### config.mk
export PLATFORM = sky130hd
export DESIGN_NAME = cse_top
export DESIGN_NICKNAME = d
export VERILOG_FILES = /design/src/cse_pkg.sv /design/src/cse_byte_if.sv /design/src/cse_buf2.sv /design/src/cse_crc_step.sv /design/src/cse_top.sv
export SDC_FILE = /design/constraint.sdc
export NUM_CORES = 1
export LEC_CHECK = 0
export BUFFER_PORTS_ARGS = -buffer_cell sky130_fd_sc_hd__buf_2
export CAP_MARGIN = 20
export CORE_MARGIN = 1
export CORE_UTILIZATION = 50
export DETAILED_ROUTE_END_ITERATION = 10
export GPL_ROUTABILITY_DRIVEN = 0
export GPL_TIMING_DRIVEN = 0
export PLACE_DENSITY = 0.79
export SYNTH_ARGS = -nofsm -noshare
export SYNTH_HDL_FRONTEND = slang
export SYNTH_SLANG_ARGS = --single-unit
### constraint.sdc
create_clock -name i_core_clk -period 6.12 [get_ports i_core_clk]
set_input_delay 0.306 -clock i_core_clk [delete_from_list [all_inputs] [get_ports i_core_clk]]
set_output_delay 0.306 -clock i_core_clk [all_outputs]
set_load 0.01 [all_outputs]
### src/cse_pkg.sv
// Purpose: shared constants and types for the checksum engine
// Assumes: 32-bit apb data, one register per aligned word
// Notes:   all register offsets, field positions, and the page and count reset values live here
`default_nettype none
package cse_pkg;
    // register byte offsets on apb
    localparam logic [7:0]  CSE_OFF_CTRL    = 8'h00; // checksum control
    localparam logic [7:0]  CSE_OFF_BYTEIN  = 8'h04; // byte input
    localparam logic [7:0]  CSE_OFF_DATA    = 8'h08; // result data port
    localparam logic [7:0]  CSE_OFF_AUTO    = 8'h0C; // automatic control
    localparam logic [7:0]  CSE_OFF_CNT     = 8'h10; // block count
    localparam logic [7:0]  CSE_OFF_STAT    = 8'h14; // status
    // control register field positions
    localparam int          CSE_CTRL_INIT   = 0;     // init strobe
    localparam int          CSE_CTRL_VAL    = 1;     // seed select
    localparam int          CSE_CTRL_PNT    = 2;     // byte pointer
    localparam int          CSE_AUTO_EN     = 7;     // auto enable bit
    // polynomial and seeds
    localparam logic [15:0] CSE_POLY        = 16'h1021;
    localparam logic [15:0] CSE_SEED_ZERO   = 16'h0000;
    localparam logic [15:0] CSE_SEED_ONES   = 16'hFFFF;
    // reset values
    localparam logic [6:0]  CSE_RST_PAGE    = 7'h00;
    localparam logic [7:0]  CSE_RST_CNT     = 8'h00;
    localparam logic [7:0]  CSE_BLK_LAST    = 8'hFF; // last offset in block
    localparam int          CSE_FLASH_AW    = 15;    // page(7) + offset(8)
    // automatic walk states, gray along the usual path
    typedef enum logic [1:0]
    {
        CSE_IDLE  = 2'b00,
        CSE_REQ   = 2'b01,
        CSE_WAIT  = 2'b11,
        CSE_DRAIN = 2'b10
    } cse_state_t;
endpackage : cse_pkg
`default_nettype wire

### src/cse_byte_if.sv
// Purpose: byte stream carrier between buffer and crc datapath
// Assumes: valid/ready handshake, transfer on both high
// Notes:   src drives data and valid, snk drives ready
`default_nettype none
interface cse_byte_if;
    logic [7:0] data;
    logic       valid;
    logic       ready;
    modport src (output data, output valid, input ready);
    modport snk (input data, input valid, output ready);
endinterface : cse_byte_if
`default_nettype wire

### src/cse_buf2.sv
// Purpose: two-entry byte buffer with valid/ready on both sides
// Assumes: single clock, synchronous active-low reset
// Notes:   full and empty are exact; a stalled drain fills it
`default_nettype none
module cse_buf2
    import cse_pkg::*;
(
    input  wire logic i_core_clk,
    input  wire logic i_rst_b,
    cse_byte_if.snk   in_if,
    cse_byte_if.src   out_if
);
    logic [7:0] mem_ff [2];
    logic       wr_ptr_ff;
    logic       rd_ptr_ff;
    logic [1:0] cnt_ff;
    logic       push;
    logic       pop;

    // handshake terms
    assign in_if.ready  = (cnt_ff != 2'd2);
    assign out_if.valid = (cnt_ff != 2'd0);
    assign out_if.data  = mem_ff[rd_ptr_ff];
    assign push = in_if.valid & in_if.ready;
    assign pop  = out_if.valid & out_if.ready;

    // storage, no reset needed on data
    always_ff @(posedge i_core_clk)
    begin
        if (push)
        begin
            mem_ff[wr_ptr_ff] <= in_if.data;
        end
    end

    // pointers and occupancy
    always_ff @(posedge i_core_clk)
    begin
        if (!i_rst_b)
        begin
            wr_ptr_ff <= 1'b0;
            rd_ptr_ff <= 1'b0;
            cnt_ff    <= 2'd0;
        end
        else
        begin
            if (push)
            begin
                wr_ptr_ff <= ~wr_ptr_ff;
            end
            if (pop)
            begin
                rd_ptr_ff <= ~rd_ptr_ff;
            end
            cnt_ff <= cnt_ff + {1'b0, push} - {1'b0, pop};
        end
    end
endmodule : cse_buf2
`default_nettype wire

### src/cse_crc_step.sv
// Purpose: combinational one-byte crc update
// Assumes: msb first, no reflection, no final inversion
// Notes:   eight shift steps are unrolled by a loop
`default_nettype none
module cse_crc_step
    import cse_pkg::*;
(
    input  wire logic [15:0] i_acc,
    input  wire logic [7:0]  i_byte,
    output logic      [15:0] o_acc
);
    // xor byte into upper half, then eight conditional shifts
    always_comb
    begin
        logic [15:0] t;
        t = i_acc ^ {i_byte, 8'h00};
        for (int i = 0; i < 8; i++)
        begin
            if (t[15])
            begin
                t = {t[14:0], 1'b0} ^ CSE_POLY;
            end
            else
            begin
                t = {t[14:0], 1'b0};
            end
        end
        o_acc = t;
    end
endmodule : cse_crc_step
`default_nettype wire

### src/cse_top.sv
// Purpose: 16-bit crc engine with byte feed and automatic flash walk
// Assumes: apb slave, flash read port answers with a valid pulse
// Notes:   processor is held on o_cpu_stall during automatic runs
// Operation
// - polynomial 0x1021, msb first, no reflection, no final invert.
// - xor byte into upper half, then eight conditional shift steps.
// - seed select zero gives 0x0000, one gives 0xFFFF.
// - writing one to init strobe loads the selected seed.
// - each byte written to byte input updates the accumulator.
// - automatic mode checksums consecutive 256-byte flash blocks.
// - with auto enabled any control write starts the flash walk; here only with a nonzero block count.
// - processor is stalled until all requested blocks are done.
// - accumulator is sixteen bits, reached byte-wise via data port.
// - byte pointer selects accessed byte, advances on every access.
// - accumulator holds until reseeded, overwritten or fed bytes.
//
// Our own choices: the register offsets and the APB slave port.
`default_nettype none
module cse_top
    import cse_pkg::*;
(
    input  wire logic                    i_core_clk,
    input  wire logic                    i_rst_b,
    input  wire logic                    i_psel,
    input  wire logic                    i_penable,
    input  wire logic                    i_pwrite,
    input  wire logic [7:0]              i_paddr,
    input  wire logic [31:0]             i_pwdata,
    output logic      [31:0]             o_prdata,
    output logic                         o_pready,
    output logic                         o_pslverr,
    output logic      [CSE_FLASH_AW-1:0] o_flash_addr,
    output logic                         o_flash_req,
    input  wire logic [7:0]              i_flash_data,
    input  wire logic                    i_flash_valid,
    output logic                         o_cpu_stall
);
    cse_state_t  state_ff;
    logic [15:0] acc_ff;
    logic        val_sel_ff;
    logic        pnt_ff;
    logic [6:0]  page_ff;
    logic        auto_en_ff;
    logic [7:0]  cnt_ff;
    logic [7:0]  blk_left_ff;
    logic [CSE_FLASH_AW-1:0] addr_ff;
    logic        start_walk;
    logic        byte_taken;
    logic        walk_done;
    logic        busy_ff;
    logic [31:0] prdata_ff;
    logic        wr_acc;
    logic        rd_acc;
    logic        buf_in_ready;
    logic [15:0] nxt_acc;
    logic        last_issue;

    cse_byte_if  fill_if ();
    cse_byte_if  drain_if ();

    // register access decode
    function automatic logic hit(input logic [7:0] a, input logic [7:0] o);
        hit = (a == o);
    endfunction : hit

    // mapped words of the register map; anything else is refused
    function automatic logic mapped(input logic [7:0] a);
        if (a == CSE_OFF_CTRL)
        begin
            mapped = 1'b1;
        end
        else if (a == CSE_OFF_BYTEIN)
        begin
            mapped = 1'b1;
        end
        else if (a == CSE_OFF_DATA)
        begin
            mapped = 1'b1;
        end
        else if (a == CSE_OFF_AUTO)
        begin
            mapped = 1'b1;
        end
        else if (a == CSE_OFF_CNT)
        begin
            mapped = 1'b1;
        end
        else if (a == CSE_OFF_STAT)
        begin
            mapped = 1'b1;
        end
        else
        begin
            mapped = 1'b0;
        end
    endfunction : mapped

    // bus is held while busy so software never races the walk
    assign wr_acc    = i_psel & i_penable & i_pwrite & o_pready;
    assign rd_acc    = i_psel & i_penable & ~i_pwrite & o_pready;
    assign o_pready  = ~busy_ff;
    assign o_prdata  = prdata_ff;
    assign o_cpu_stall = busy_ff;

    // unmapped addresses answer with slverr
    assign o_pslverr = i_psel & i_penable & ~mapped(i_paddr);

    // byte source: flash while walking, software byte writes otherwise
    always_comb
    begin
        if (busy_ff)
        begin
            fill_if.valid = i_flash_valid;
            fill_if.data  = i_flash_data;
        end
        else
        begin
            fill_if.valid = wr_acc & hit(i_paddr, CSE_OFF_BYTEIN);
            fill_if.data  = i_pwdata[7:0];
        end
    end
    assign buf_in_ready = fill_if.ready;

    cse_buf2 u_buf
    (
        .i_core_clk (i_core_clk),
        .i_rst_b    (i_rst_b),
        .in_if      (fill_if),
        .out_if     (drain_if)
    );

    cse_crc_step u_step
    (
        .i_acc  (acc_ff),
        .i_byte (drain_if.data),
        .o_acc  (nxt_acc)
    );

    // datapath always takes a buffered byte
    assign drain_if.ready = 1'b1;

    // accumulator: seed, direct overwrite, or byte update
    always_ff @(posedge i_core_clk)
    begin
        if (!i_rst_b)
        begin
            acc_ff <= CSE_SEED_ZERO;
        end
        else if (wr_acc & hit(i_paddr, CSE_OFF_CTRL)
                 & i_pwdata[CSE_CTRL_INIT])
        begin
            acc_ff <= i_pwdata[CSE_CTRL_VAL] ? CSE_SEED_ONES
                                             : CSE_SEED_ZERO;
        end
        else if (wr_acc & hit(i_paddr, CSE_OFF_DATA))
        begin
            if (pnt_ff)
            begin
                acc_ff[15:8] <= i_pwdata[7:0];
            end
            else
            begin
                acc_ff[7:0] <= i_pwdata[7:0];
            end
        end
        else if (drain_if.valid)
        begin
            acc_ff <= nxt_acc;
        end
    end

    // control fields: seed select and byte pointer
    always_ff @(posedge i_core_clk)
    begin
        if (!i_rst_b)
        begin
            val_sel_ff <= 1'b0;
            pnt_ff     <= 1'b0;
        end
        else if (wr_acc & hit(i_paddr, CSE_OFF_CTRL))
        begin
            val_sel_ff <= i_pwdata[CSE_CTRL_VAL];
            pnt_ff     <= i_pwdata[CSE_CTRL_PNT];
        end
        else if ((wr_acc | rd_acc) & hit(i_paddr, CSE_OFF_DATA))
        begin
            pnt_ff <= ~pnt_ff;
        end
    end

    // automatic control and block count
    always_ff @(posedge i_core_clk)
    begin
        if (!i_rst_b)
        begin
            page_ff    <= CSE_RST_PAGE;
            auto_en_ff <= 1'b0;
            cnt_ff     <= CSE_RST_CNT;
        end
        else if (wr_acc & hit(i_paddr, CSE_OFF_AUTO))
        begin
            page_ff    <= i_pwdata[6:0];
            auto_en_ff <= i_pwdata[CSE_AUTO_EN];
        end
        else if (wr_acc & hit(i_paddr, CSE_OFF_CNT))
        begin
            cnt_ff <= i_pwdata[7:0];
        end
    end

    // read data captured at the end of the setup phase
    always_ff @(posedge i_core_clk)
    begin
        if (!i_rst_b)
        begin
            prdata_ff <= 32'h0000_0000;
        end
        else if (i_psel & ~i_penable & ~i_pwrite)
        begin
            if (hit(i_paddr, CSE_OFF_CTRL))
            begin
                prdata_ff <= {29'h0, pnt_ff, val_sel_ff, 1'b0};
            end
            else if (hit(i_paddr, CSE_OFF_DATA))
            begin
                prdata_ff <= {24'h0, pnt_ff ? acc_ff[15:8] : acc_ff[7:0]};
            end
            else if (hit(i_paddr, CSE_OFF_AUTO))
            begin
                prdata_ff <= {24'h0, auto_en_ff, page_ff};
            end
            else if (hit(i_paddr, CSE_OFF_CNT))
            begin
                prdata_ff <= {24'h0, cnt_ff};
            end
            else if (hit(i_paddr, CSE_OFF_STAT))
            begin
                prdata_ff <= {31'h0, busy_ff};
            end
            else
            begin
                prdata_ff <= 32'h0000_0000;
            end
        end
    end

    // last fetch of the last block
    assign last_issue = (addr_ff[7:0] == CSE_BLK_LAST)
                        & (blk_left_ff == 8'd1);
    assign o_flash_addr = addr_ff;
    assign o_flash_req  = (state_ff == CSE_REQ);

    // a control write starts a walk only when enabled with blocks to do
    assign start_walk = (state_ff == CSE_IDLE) & wr_acc
                        & hit(i_paddr, CSE_OFF_CTRL) & auto_en_ff
                        & (cnt_ff != 8'h00);
    // a flash byte counts only once the buffer has room for it
    assign byte_taken = (state_ff == CSE_WAIT) & i_flash_valid
                        & buf_in_ready;
    // stall holds until the buffer has handed on every byte
    assign walk_done  = (state_ff == CSE_DRAIN) & ~drain_if.valid;

    // walk sequencing: one request, wait for its byte, repeat
    always_ff @(posedge i_core_clk)
    begin
        if (!i_rst_b)
        begin
            state_ff <= CSE_IDLE;
        end
        else
        begin
            case (state_ff)
                CSE_IDLE:
                begin
                    if (start_walk)
                    begin
                        state_ff <= CSE_REQ;
                    end
                end
                CSE_REQ:
                begin
                    state_ff <= CSE_WAIT;
                end
                CSE_WAIT:
                begin
                    if (byte_taken)
                    begin
                        if (last_issue)
                        begin
                            state_ff <= CSE_DRAIN;
                        end
                        else
                        begin
                            state_ff <= CSE_REQ;
                        end
                    end
                end
                CSE_DRAIN:
                begin
                    if (walk_done)
                    begin
                        state_ff <= CSE_IDLE;
                    end
                end
                default:
                begin
                    state_ff <= CSE_IDLE;
                end
            endcase
        end
    end

    // processor stall: set by the start, dropped after the last byte lands
    always_ff @(posedge i_core_clk)
    begin
        if (!i_rst_b)
        begin
            busy_ff <= 1'b0;
        end
        else if (start_walk)
        begin
            busy_ff <= 1'b1;
        end
        else if (walk_done)
        begin
            busy_ff <= 1'b0;
        end
    end

    // fetch address and blocks still to go
    always_ff @(posedge i_core_clk)
    begin
        if (!i_rst_b)
        begin
            addr_ff     <= '0;
            blk_left_ff <= 8'h00;
        end
        else if (start_walk)
        begin
            addr_ff     <= {page_ff, 8'h00};
            blk_left_ff <= cnt_ff;
        end
        else if (byte_taken & ~last_issue)
        begin
            // the count drops as the last offset of a block is passed
            if (addr_ff[7:0] == CSE_BLK_LAST)
            begin
                blk_left_ff <= blk_left_ff - 8'd1;
            end
            addr_ff <= addr_ff + 1'b1;
        end
    end
endmodule : cse_top
`default_nettype wire

==> impl_metrics.xml <==
<?xml version="1.0" encoding="UTF-8"?>
<metrics>
  <group name="die">
    <metric name="placement_rows" unit="">35</metric>
    <metric name="initial_core_util" unit="%">51.5</metric>
    <metric name="design.die.area" unit="sq mm">0.00990</metric>
    <metric name="placeableCoreArea" unit="sq mm">0.00924</metric>
    <metric name="floorplan.die.height" unit="um">99.5</metric>
    <metric name="die_w" unit="um">99.5</metric>
    <metric name="ioPinCount" unit="">105</metric>
  </group>
  <group name="clocking">
    <metric name="cts-root-to-sink-buffers" unit="">2</metric>
    <metric name="clock_sinks" unit="">89</metric>
    <metric name="cts_inserted_buffers" unit="">9</metric>
    <metric name="clock_insertion_delay_worst_skew" unit="ps">380</metric>
    <metric name="clock_tree.root_cell" unit="">clkbuf_8</metric>
    <metric name="tritoncts" unit="">yes</metric>
    <metric name="cts-hold-fix-buffers" unit="">0</metric>
    <metric name="ctsResizeCount" unit="">0</metric>
    <metric name="post-cts-setup-buffer-count" unit="">0</metric>
    <metric name="clk_pin_slew_worst_paths" unit="ps">110</metric>
    <metric name="htree_num_levels" unit="">3</metric>
  </group>
  <group name="timing">
    <metric name="finalSetupViolations" unit="">0</metric>
    <metric name="max_freq" unit="MHz">391</metric>
    <metric name="finalHoldViolCount" unit="">0</metric>
    <metric name="worstMarginPinSlew" unit="ps">745</metric>
    <metric name="rsz0062_at_grt" unit="">no</metric>
    <metric name="finalCritPeriodShare" unit="%">41.8</metric>
    <metric name="post_layout_minimum_cycle_time" unit="ps">2560</metric>
    <metric name="finClkSkew" unit="ps">18.2</metric>
    <metric name="slew_violations" unit="">0</metric>
    <metric name="fin_tns_setup" unit="ps">0</metric>
    <metric name="timing.max_slew.rel_slack" unit="%">50.2</metric>
  </group>
  <group name="pwr">
    <metric name="power.net_switching" unit="uW">280</metric>
    <metric name="finalPower" unit="uW">1100</metric>
    <metric name="power_density" unit="mW/mm^2">200</metric>
    <metric name="power.static_leakage" unit="uW">0.00208</metric>
    <metric name="internal_power" unit="uW">817</metric>
    <metric name="max-vdd-ir-drop" unit="uV">129</metric>
    <metric name="power.share.sequential" unit="%">54.6</metric>
    <metric name="share_comb_of_total_power" unit="%">6.8</metric>
    <metric name="clkPwrFrac" unit="%">38.7</metric>
    <metric name="power_switching_share" unit="%">25.5</metric>
  </group>
  <group name="yosys">
    <metric name="synth_cell_types" unit="">58</metric>
    <metric name="synth.ff_latch_count" unit="">89</metric>
    <metric name="post-synth-top-area-fraction" unit="%">30.7</metric>
    <metric name="asyncSetResetFlopFracSynth" unit="%">0</metric>
    <metric name="yosysWarnings" unit="">0</metric>
    <metric name="post-synth-top-area-cell" unit="">dfxtp_1</metric>
    <metric name="netlist_instances" unit="">546</metric>
    <metric name="syn-mean-instance-area" unit="sq um">8.71</metric>
    <metric name="synth_enable_flop_cells" unit="">16</metric>
    <metric name="synth_seq_area_share" unit="%">40.8</metric>
    <metric name="post_synth_instance_area" unit="sq mm">0.00475</metric>
    <metric name="post-synth-top-count-cell" unit="">dfxtp_1</metric>
    <metric name="synth.top_cells.by_count" unit="">73 x dfxtp_1, 58 x nand2_1, 53 x nor2_1, 49 x a21oi_1, 26 x nand3_1</metric>
    <metric name="synthFlopType" unit="">dfxtp_1</metric>
    <metric name="synth_area_leaders" unit="">dfxtp_1 31%, edfxtp_1 10%, a21oi_1 5.2%</metric>
  </group>
  <group name="setup_path">
    <metric name="critical_path_buf_inv_count" unit="">1</metric>
    <metric name="criticalPathCategory" unit="">reg2reg</metric>
    <metric name="critPathRequiredTime" unit="ps">6380</metric>
    <metric name="worstSetupStartpointType" unit="">register</metric>
    <metric name="worst_path_largest_cell_delay" unit="ps">440</metric>
    <metric name="worstPathArrival" unit="ps">2820</metric>
    <metric name="setup.reg_to_reg.worst_slack" unit="ps">3560</metric>
    <metric name="critical_path.max_fanout" unit="">9</metric>
    <metric name="worst_path_max_delay_cell" unit="">or2_2</metric>
    <metric name="critical_path_cell_list" unit="">and4b_1 -&gt; nand4_1 -&gt; or2_2 -&gt; clkbuf_1 -&gt; o21ai_2 -&gt; a21o_1 -&gt; a31oi_1</metric>
    <metric name="crit_path_capture_type" unit="">register</metric>
    <metric name="timing.critical_path.max_delay_family" unit="">simple AND/OR/NAND/NOR gates</metric>
  </group>
  <group name="routing">
    <metric name="first_pass_iteration_count_of_the_detailed_router" unit="">5</metric>
    <metric name="drc_errors" unit="">0</metric>
    <metric name="drtAntennaViolNets" unit="">0</metric>
    <metric name="drt-vias-per-instance" unit="">5.86</metric>
    <metric name="dr.first_iter.drc_count" unit="">488</metric>
    <metric name="detail_route.wl_per_cell" unit="um">17.2</metric>
    <metric name="postRouteWirelength" unit="um">13200</metric>
    <metric name="dr_total_vias" unit="">4502</metric>
  </group>
  <group name="global_route">
    <metric name="track_usage" unit="%">27.6</metric>
    <metric name="grt_pass1_wl" unit="um">21300</metric>
    <metric name="pin_count_of_the_biggest_net_entering_global_routing" unit="">17</metric>
    <metric name="vias_in_the_first_global_route" unit="">4217</metric>
    <metric name="grt.overflow.total" unit="">0</metric>
    <metric name="antenna_found_initial" unit="">0</metric>
  </group>
  <group name="finish">
    <metric name="antennaDiodeCount" unit="">0</metric>
    <metric name="layout-drive-gt1-share" unit="%">19.4</metric>
    <metric name="final_net_count" unit="">691</metric>
    <metric name="area_delta_synth_final" unit="%">15.1</metric>
    <metric name="finish.cell_count_without_fillers" unit="">768</metric>
  </group>
  <group name="placed_design">
    <metric name="post-place-cells" unit="">752</metric>
    <metric name="detailedPlacementHpwl" unit="um">9520</metric>
    <metric name="io_buffers" unit="">54</metric>
  </group>
  <group name="outcome">
    <metric name="run_status" unit="">finished, final reports clean</metric>
  </group>
  <group name="min_path">
    <metric name="holdCritPathClass" unit="">in2reg</metric>
  </group>
  <group name="flow_run">
    <metric name="cap_viol_max_count" unit="">0</metric>
  </group>
</metrics>
-- power groups by stage --
stage                     registers (uW)  clock network (uW)  logic [uW]
after floorplan                      613                   0        43.3
after global routing                 599                 446        80.7
after global placement               612                   0        70.3
after CTS                            598                 422        72.4
after detailed placement             612                   0        72.0
final                                598                 424        74.5
-- sequential cells by signal, indices dropped and copies added (netlist names), 2 cells and up, named ones only --
| name | flops |
|---|---|
| cnt_ff | 8 |
| u_buf.mem_ff | 16 |
| acc_ff | 16 |
| blk_left_ff | 8 |
| state_ff | 2 |
| o_flash_addr | 15 |
| page_ff | 7 |
| o_prdata | 8 |
| u_buf.cnt_ff | 2 |
-- logic make-up (layout without fill, tap and decap cells) --
kind of cell               count (synthesis)  after routing  share of synthesized area, %
AOI/OAI and AO/OA                        124            124                          16.6
xor gates and xnor gates                  39             39                          7.47
adders and majority gates                  3              3                         0.790
buffers and inverters                     61            131                          6.87
DFF                                       89             89                          40.8
muxes                                     28             28                          6.53
other                                      1             24                        0.0789
and+or+nand+nor                          201            201                          20.8
-- cell usage in the layout, fill, tap and decap left out, types with 3 or more instances in the layout --
master,synthesis,layout
xnor2_1,24,24
xor2_1,14,14
a31oi_1,8,8
nand3_1,26,26
mux2i_1,13,13
a21oi_1,49,49
mux2_2,14,14
o21a_1,3,3
inv_1,6,6
a211oi_1,17,17
nor2_1,53,53
or2_2,5,5
nand4_1,13,13
buf_2,3,57
o211ai_1,3,3
conb_1,1,24
o21ai_0,17,17
or4_1,3,3
nand2b_1,4,4
nand2_1,58,58
a222oi_1,5,5
a32oi_1,3,3
o31ai_1,3,3
and3_1,9,9
clkbuf_1,25,25
ha_1,3,3
edfxtp_1,16,16
nor3_1,6,6
clkbuf_8,0,9
buf_4,25,25
nor2b_1,5,5
dfxtp_1,73,73
nor4_1,3,3
-- final timing paths --
kind | start | end | depth (start not counted)
max | o_cpu_stall | acc_ff[5] | 7
min | i_flash_data[7] | u_buf.mem_ff[0][7] | 2
max reg2reg | o_cpu_stall | acc_ff[5] | 7
min reg2reg | auto_en_ff | auto_en_ff | 2
-- final cells by class --
class / count / area [sq um]
plain buffers: 54 / 300
clock inverters: 7 / 77.6
repair buffers: 54 / 270
clock buffers: 9 / 124
flip-flops and latches: 89 / 1940
multi-input cells: 419 / 2570
inverters: 7 / 26.3
well taps: 129 / 161
fillers: 800 / 3770
-- routing by layer --
metal	GRT usage [%]	vias to the layer above	routed length (um)
met1	37.0	2049	5490
met5	0	-	0
li1	-	2098	-
met2	42.8	308	5690
met4	13.2	0	618
met3	5.48	47	1380
-- metrics by stage --
step / util [%] / area, sq um / hold WS [ps] / setup slack (ps)
2_1_floorplan: - / 4840 / 446 / 3930
3_3_place_gp: 57.1 / 5270 / 467 / 3420
3_5_place_dp: 57.1 / 5270 / 467 / 3340
4_1_cts: 59.2 / 5470 / 244 / 3660
5_1_grt: 59.2 / 5470 / 251 / 3470
6_report: 59.2 / 5470 / 248 / 3560
No activity file was read; power rests on OpenSTA's default activity.
